[src/rtl/sbs_map.vh]
// Constants for the burst SRAM sleep and burst-order block
`ifndef SBS_MAP_VH
`define SBS_MAP_VH
`define SBS_BURST_LEN        3'h4
`define SBS_BURST_LAST       2'h3
`define SBS_BURST_NEXT       2'h1
`define SBS_SLEEP_ENTRY_CYC  2'h2
`define SBS_RECOVERY_NS      20
`define SBS_CLK_PERIOD_NS    25
`define SBS_WB_OFS_CTRL      4'h0
`define SBS_WB_OFS_STAT      4'h4
`define SBS_WB_OFS_RECOV     4'h8
`define SBS_CTRL_ORS_BIT     0
`define SBS_CTRL_BOS_BIT     1
`define SBS_STAT_SLEEP_BIT   0
`define SBS_STAT_RECOV_BIT   1
`define SBS_STAT_WBLK_BIT    2
`define SBS_CTRL_RESET       2'h1
`endif

[src/rtl/sbs_sram_ctrl.v]
// Synchronous burst SRAM core with burst ordering, read timing choice and sleep
`timescale 1ns/10ps
`include "sbs_map.vh"
////////////////////////////////////////////////////////////////////////////////
module sbs_sram_ctrl #(
    parameter AW    = 8,
    parameter DW    = 16,
    parameter RECW  = 8
) (
    // Clock and reset
    input  wire          mclk,
    input  wire          reset_n,
    // Wishbone slave
    input  wire          wb_cyc_i,
    input  wire          wb_stb_i,
    input  wire          wb_we_i,
    input  wire [3:0]    wb_adr_i,
    input  wire [3:0]    wb_sel_i,
    input  wire [31:0]   wb_dat_i,
    output reg  [31:0]   wb_dat_o,
    output reg           wb_ack_o,
    // SRAM command port
    input  wire          sramSelect,
    input  wire          writeEnable,
    input  wire          addressAdvance,
    input  wire [AW-1:0] sramAddr,
    input  wire [DW-1:0] sramDataIn,
    input  wire          sleepRequest,
    // SRAM data out (two signals of the two-way bus) and write-refused flag
    output reg  [DW-1:0] sramDataOut,
    output reg           sramDataOe,
    output reg           writeRefused
);
    localparam RECOV_CYC = (`SBS_RECOVERY_NS + `SBS_CLK_PERIOD_NS - 1) / `SBS_CLK_PERIOD_NS;
    localparam ST_AWAKE = 2'h0;
    localparam ST_ENTER = 2'h1;
    localparam ST_SLEEP = 2'h2;
    localparam ST_RECOV = 2'h3;

    reg  [DW-1:0]   mem_reg [0:(1<<AW)-1];
    reg  [1:0]      ctrl_reg;
    reg  [RECW-1:0] recovLimit_reg;
    reg  [RECW-1:0] recovCnt_reg;
    reg  [1:0]      state_reg;
    reg  [1:0]      state_next;
    reg  [1:0]      entryCnt_reg;
    reg             burstActive_reg;
    reg  [DW-1:0]   pipeData_reg;
    reg             pipeValid_reg;
    reg             wrBlocked_reg;
    wire            sleepSync;
    wire [AW-1:0]   burstAddr;
    wire            asleep;
    wire            active;
    wire            loadStrobe;
    wire            advStrobe;
    wire [AW-1:0]   accAddr;
    wire            doRead;
    wire            doWrite;
    wire            wbHit;
    reg             writeMode_reg;
    wire            cmdWrite;
    wire            cmdValid;

    ////////////////////////////////////////////////////////////////////////////
    // Sleep request synchronisation and sleep state machine
    sbs_sync2 u_sync (
        .mclk    (mclk),
        .reset_n (reset_n),
        .asyncIn (sleepRequest),
        .syncOut (sleepSync)
    );

    always @* begin
        state_next = state_reg;
        case (state_reg)
            ST_AWAKE: begin
                if (sleepSync)
                    state_next = ST_ENTER;
            end
            ST_ENTER: begin
                if (!sleepSync)
                    state_next = ST_AWAKE;
                else if (entryCnt_reg == `SBS_SLEEP_ENTRY_CYC - 2'h1)
                    state_next = ST_SLEEP; // Two cycles in ST_ENTER, three after the synchronised request rises
            end
            ST_SLEEP: begin
                if (!sleepSync)
                    state_next = ST_RECOV; // Stays asleep while request is high
            end
            ST_RECOV: begin
                if (sleepSync)
                    state_next = ST_ENTER;
                else if (recovCnt_reg >= recovLimit_reg)
                    state_next = ST_AWAKE;
            end
            default: begin
                state_next = ST_AWAKE;
            end
        endcase
    end

    always @(posedge mclk or negedge reset_n) begin
        if (!reset_n) begin
            state_reg    <= ST_AWAKE;
            entryCnt_reg <= 2'h0;
            recovCnt_reg <= {RECW{1'b0}};
        end else begin
            state_reg    <= state_next;
            entryCnt_reg <= (state_reg == ST_ENTER) ? entryCnt_reg + 2'h1 : 2'h0;
            recovCnt_reg <= (state_reg == ST_RECOV) ? recovCnt_reg + {{(RECW-1){1'b0}}, 1'b1} : {{(RECW-1){1'b0}}, 1'b1};
        end
    end

    assign asleep = (state_reg == ST_SLEEP);

    ////////////////////////////////////////////////////////////////////////////
    // Command decode and burst address
    assign active     = !asleep; // All command pins ignored while asleep
    assign loadStrobe = active && !addressAdvance && sramSelect;
    assign advStrobe  = active && addressAdvance && burstActive_reg;

    sbs_burst_addr #(
        .AW (AW)
    ) u_burst (
        .mclk          (mclk),
        .reset_n       (reset_n),
        .loadStrobe    (loadStrobe),
        .advanceStrobe (advStrobe),
        .interleaved   (ctrl_reg[`SBS_CTRL_BOS_BIT]),
        .startAddr     (sramAddr),
        .burstAddr     (burstAddr)
    );

    // Load cycles use the pin address, continue cycles the counter's next slot
    assign accAddr  = loadStrobe ? sramAddr : burstAddr;
    assign cmdWrite = loadStrobe ? writeEnable : writeMode_reg;
    assign cmdValid = loadStrobe || advStrobe;

    // Writes in recovery are refused to protect array contents
    assign doWrite = cmdValid && cmdWrite && (state_reg != ST_RECOV) && (state_reg != ST_ENTER);
    assign doRead  = cmdValid && !cmdWrite;

    always @(posedge mclk or negedge reset_n) begin
        if (!reset_n) begin
            burstActive_reg <= 1'b0;
            writeMode_reg   <= 1'b0;
            wrBlocked_reg   <= 1'b0;
        end else if (active) begin
            if (loadStrobe) begin
                burstActive_reg <= 1'b1;
                writeMode_reg   <= writeEnable;
            end else if (!addressAdvance) begin
                burstActive_reg <= 1'b0;
            end
            if (cmdValid && cmdWrite && !doWrite)
                wrBlocked_reg <= 1'b1;
            else if (wbHit && wb_we_i && wb_adr_i == `SBS_WB_OFS_STAT)
                wrBlocked_reg <= 1'b0;
        end
    end

    // Array contents held across sleep: no reset, no write while asleep
    always @(posedge mclk) begin
        if (doWrite)
            mem_reg[accAddr] <= sramDataIn;
    end

    ////////////////////////////////////////////////////////////////////////////
    // Read data path: flow-through or registered
    always @(posedge mclk or negedge reset_n) begin
        if (!reset_n) begin
            pipeData_reg  <= {DW{1'b0}};
            pipeValid_reg <= 1'b0;
            sramDataOut   <= {DW{1'b0}};
            sramDataOe    <= 1'b0;
            writeRefused  <= 1'b0;
        end else begin
            pipeData_reg  <= mem_reg[accAddr];
            pipeValid_reg <= doRead;
            writeRefused  <= wrBlocked_reg;
            if (state_next == ST_SLEEP || asleep) begin
                sramDataOe  <= 1'b0; // Outputs float while asleep
            end else if (ctrl_reg[`SBS_CTRL_ORS_BIT]) begin
                sramDataOut <= pipeData_reg; // Registered: one edge later
                sramDataOe  <= pipeValid_reg;
            end else begin
                sramDataOut <= mem_reg[accAddr]; // Flow-through: loaded on the edge that samples the command
                sramDataOe  <= doRead;
            end
        end
    end

    ////////////////////////////////////////////////////////////////////////////
    // Wishbone register slave, one registered ack per access, the cycle after the strobe
    assign wbHit = wb_cyc_i && wb_stb_i && !wb_ack_o;

    always @(posedge mclk or negedge reset_n) begin
        if (!reset_n) begin
            ctrl_reg       <= `SBS_CTRL_RESET;
            recovLimit_reg <= RECOV_CYC[RECW-1:0];
            wb_ack_o       <= 1'b0;
            wb_dat_o       <= 32'h00000000;
        end else begin
            wb_ack_o <= wbHit;
            wb_dat_o <= 32'h00000000;
            if (wbHit && wb_we_i && wb_sel_i[0]) begin
                case (wb_adr_i)
                    `SBS_WB_OFS_CTRL:  ctrl_reg <= wb_dat_i[1:0];
                    `SBS_WB_OFS_RECOV: recovLimit_reg <= wb_dat_i[RECW-1:0];
                    default:           ctrl_reg <= ctrl_reg;
                endcase
            end
            if (wbHit && !wb_we_i) begin
                case (wb_adr_i)
                    `SBS_WB_OFS_CTRL:  wb_dat_o <= {30'h0, ctrl_reg};
                    `SBS_WB_OFS_STAT:  wb_dat_o <= {29'h0, wrBlocked_reg,
                                                    state_reg == ST_RECOV, asleep};
                    `SBS_WB_OFS_RECOV: wb_dat_o <= {{(32-RECW){1'b0}}, recovLimit_reg};
                    default:           wb_dat_o <= 32'h00000000;
                endcase
            end
        end
    end
endmodule

[src/rtl/sbs_burst_addr.v]
// Burst address generator with linear and interleaved order
`timescale 1ns/10ps
`include "sbs_map.vh"
module sbs_burst_addr #(
    parameter AW = 16
) (
    // Clock and reset
    input  wire          mclk,
    input  wire          reset_n,
    // Control
    input  wire          loadStrobe,
    input  wire          advanceStrobe,
    input  wire          interleaved,
    input  wire [AW-1:0] startAddr,
    // Result
    output wire [AW-1:0] burstAddr
);
    reg [AW-1:0] base_reg;
    reg [1:0]    count_reg;
    wire [1:0]   lowBits;

    always @(posedge mclk or negedge reset_n) begin
        if (!reset_n) begin
            base_reg  <= {AW{1'b0}};
            count_reg <= 2'h0;
        end else if (loadStrobe) begin
            base_reg  <= startAddr;
            count_reg <= `SBS_BURST_NEXT; // Load cycle used the pin address, first continue takes slot one
        end else if (advanceStrobe) begin
            count_reg <= count_reg + 2'h1; // Wraps to loaded address on the 5th clock
        end
    end

    // XOR for interleaved, add for linear
    assign lowBits   = interleaved ? (base_reg[1:0] ^ count_reg) : (base_reg[1:0] + count_reg);
    assign burstAddr = {base_reg[AW-1:2], lowBits};
endmodule

[src/rtl/sbs_sync2.v]
// Two-flop synchroniser for a level
`timescale 1ns/10ps
module sbs_sync2 (
    // Clock and reset
    input  wire mclk,
    input  wire reset_n,
    // Data
    input  wire asyncIn,
    output wire syncOut
);
    reg stage1_reg;
    reg stage2_reg;

    always @(posedge mclk or negedge reset_n) begin
        if (!reset_n) begin
            stage1_reg <= 1'b0;
            stage2_reg <= 1'b0;
        end else begin
            stage1_reg <= asyncIn;
            stage2_reg <= stage1_reg;
        end
    end

    assign syncOut = stage2_reg;
endmodule

[config.mk]
export PLATFORM = sky130hd
export DESIGN_NAME = sbs_sram_ctrl
export DESIGN_NICKNAME = d
export VERILOG_FILES = /design/src/rtl/sbs_sram_ctrl.v /design/src/rtl/sbs_burst_addr.v /design/src/rtl/sbs_sync2.v
export VERILOG_INCLUDE_DIRS = /design/src /design/src/rtl
export SDC_FILE = /design/constraint.sdc
export NUM_CORES = 2
export LEC_CHECK = 0
export BUFFER_PORTS_ARGS = -buffer_cell sky130_fd_sc_hd__buf_2
export CORE_ASPECT_RATIO = 1.25
export CORE_MARGIN = 1
export CORE_UTILIZATION = 25
export DETAILED_ROUTE_END_ITERATION = 6
export GPL_TIMING_DRIVEN = 0
export HOLD_SLACK_MARGIN = 0.03
export PLACE_DENSITY = 0.45
export SYNTH_ARGS = -nofsm -noshare
export SYNTH_HDL_FRONTEND = slang
export SYNTH_SLANG_ARGS = --single-unit
export TNS_END_PERCENT = 50
[constraint.sdc]
create_clock -name mclk -period 9.8 [get_ports mclk]
set_input_delay 0.49 -clock mclk [delete_from_list [all_inputs] [get_ports mclk]]
set_output_delay 0.49 -clock mclk [all_outputs]
set_load 0.005 [all_outputs]
==> run metrics <==
Flop pwr share=34.9%; Fmax achieved=120 MHz; sw power=22.7 mW; met2 track demand over resource=31.1%; P_leak=61.8 nW; min Tclk post-route=8.36 ns; Slew @ Worst Pin=1.68 ns; vias per inst=4.77; drt total wl=609000 um; DRT Pass-1 Iters=7; Hold/Removal Path Class=primary input to register; die area=0.651 sq mm; CP endpoint kind=register; antenna violations before repair=54; largest net degree at the start of global routing=114; VDD IR max=216 uV; die width=722 um; Mapped Cells=9886; failing checks=design-rule violations, max-capacitance violations, max-slew violations; setup TNS=0 ns; Clk pin slew, worst setup/hold paths=0.06 ns; period utilization=85.3%; CTS root buf=clkbuf_16; GPL Wtd Cong=0.906; routed length per placed instance=30.9 um; Die Y=902 um; CTS tree=built; cts repair resizes=0; total track usage=18.1%; hold path start=wb_adr_i[1]; Comb pwr share=37.8%; Ports=124; synthesized area=0.162 sq mm; Startpoint Class=register; PwrDens=296 mW/mm^2; Clock Power Share=27.4%; # port buffers=72; final slew viol count=61; DP HPWL=422000 um; first-pass GRT wire length=810000 um; worst-path fanout max=16; H-tree levels=5; final hold vios=0; Worst Hold Slack=0.121 ns; flops & latches, synth=4177; placed cell count=18.9k; Final Util=29.8%; Net count, final=10.8k; sequential area share after synthesis=77.2%; layout cells sized above 1=16.5%; flip-flop count of the largest register after layout=4096; initial DRC count=10.7k; clk buf depth=4; GRT met1 Usage=21.2%; Placement Rows=330; P&R area growth vs syn=18.8%; clock sinks=4177; Layout Cells excl Fill=19.7k; vias in the first global route=92.5k; Post-synth EDFFs=4096; met3 GRT Util=3.33%; GR peak layer=met2; Final setup viols=0; Post-synth top flop=edfxtp_1; Switching Share=39.8%; antenna viol nets, final=0; clock buffer count from CTS=407; worst path required time=10.44 ns; fraction of registers with async set/reset=1.94%; CP startpoint=state_reg[0]; CORE AREA=0.646 sq mm; starting density of the core=25.1%; max cap viols=16; critical path arrival=9.00 ns; outcome=finished with violations; internal power=34.2 mW; RSZ-0062 raised after global routing=false; via count=94.0k; Reg-to-Reg Start=state_reg[0]; clk_skew=0.0845 ns; critical path class=register to register; Worst-Skew Late Latency=1.06 ns; Avg Cell Area, Syn=16.4 sq um; DRC=108; Slew HR=-12.7%; synth unique cells=68; Warnings, synthesis=0; Overflow after GRT=0
==> per-stage QoR <==
step	area (sq um)	total power, mW	setup slack, ns
floorplan	162000	30.8	6.01
global placement	173000	41.4	-1.47
detailed placement	179000	41.6	1.52
CTS	192000	57.1	1.63
global route	192000	58.2	1.69
finish	192000	56.9	1.44
==> cells in the mapped netlist (all sizes together), types with 32 or more instances <==
cell        n  area, sq um
edfxtp   4096       123000
nand2    1558         5850
mux2i     707         7080
a21oi     631         3160
buf       346         1970
o21ai     340         1710
o22ai     320         2000
nor2      314         1190
clkbuf    298         1120
mux4      298         6710
nand3     274         1370
dfrtp      79         1980
and3       73          462
a211oi     55          428
a22oi      55          413
a2111oi    47          412
a41oi      45          394
nor3       38          190
nand4      34          213
a311oi     32          280
==> layer usage <==
metal | share of wire, % | vias to the layer above
li1 | - | 40000
met1 | 37 | 49200
met2 | 49 | 3787
met3 | 6.9 | 1003
met4 | 6.6 | 10
met5 | 0.013 | -
==> what timing repair did <==
action	in CTS	in global routing
hold endpoints to repair	729	0
endpoints found under the setup margin	0	0
hold buffers	46	0
buffers inserted	0	0
==> power by group through the flow <==
stage	logic, mW	registers (mW)	clock network (mW)
detailed placement	21.4	20.2	0
CTS	21.5	19.8	15.8
floorplan	10.6	20.2	0
finish	21.5	19.9	15.6
global route	22.0	19.8	16.3
global placement	21.1	20.3	0
==> layout by cell type (no fill, tap or decap), types with 271 or more instances in the layout <==
cell	instances
a21oi_1	630
clkbuf_1	356
nand3_1	271
o22ai_1	320
nand2_1	1557
clkbuf_16	414
mux2i_1	707
edfxtp_1	4096
o21ai_0	336
mux4_2	298
==> final timing paths <==
path                                         to  slack (ns)  cells after the start
worst max-delay path             mem_reg[74][3]        1.44                     12
worst min-delay path                wb_dat_o[0]        0.12                      5
worst max register to register   mem_reg[74][3]        1.44                     12
worst min register to register   u_sync.syncOut        0.38                      0
max in group asynchronous       pipeData_reg[1]        8.88                      4
min in group asynchronous           ctrl_reg[0]        0.55                      3
==> final cells by class <==
class,count,area [sq um]
Sequential cell,4177,125000
Inverter,15,56.3
Multi-Input combinational cell,5073,34800
Tap cell,8632,10800
Clock buffer,500,10700
Fill cell,64100,453000
Timing Repair Buffer,404,5860
Buffer,644,3130
Clock inverter,229,2040
Antenna cell,30,75.1
==> critical path, stage by stage, from the launching register on <==
cell      delay, ns
dfrtp_1        0.37
buf_2          0.19
nand2b_1       0.17
buf_4          0.17
nand2_2        0.18
mux2i_1        1.02
clkbuf_2       0.75
clkbuf_2       0.71
clkbuf_1       0.81
buf_2          0.57
nand3_1        1.11
clkbuf_4       0.93
nor2_2         0.91
==> cell families after synthesis <==
kind of cell | share of synthesized area, %
adders and majority gates | 0.0849
buffers and inverters | 1.94
and+or+nand+nor | 6.26
AOI/OAI and AO/OA | 5.96
DFF | 77.2
xor gates and xnor gates | 0.0541
muxes | 8.54
other | 0.00231
No activity file was read; power rests on OpenSTA's default activity.
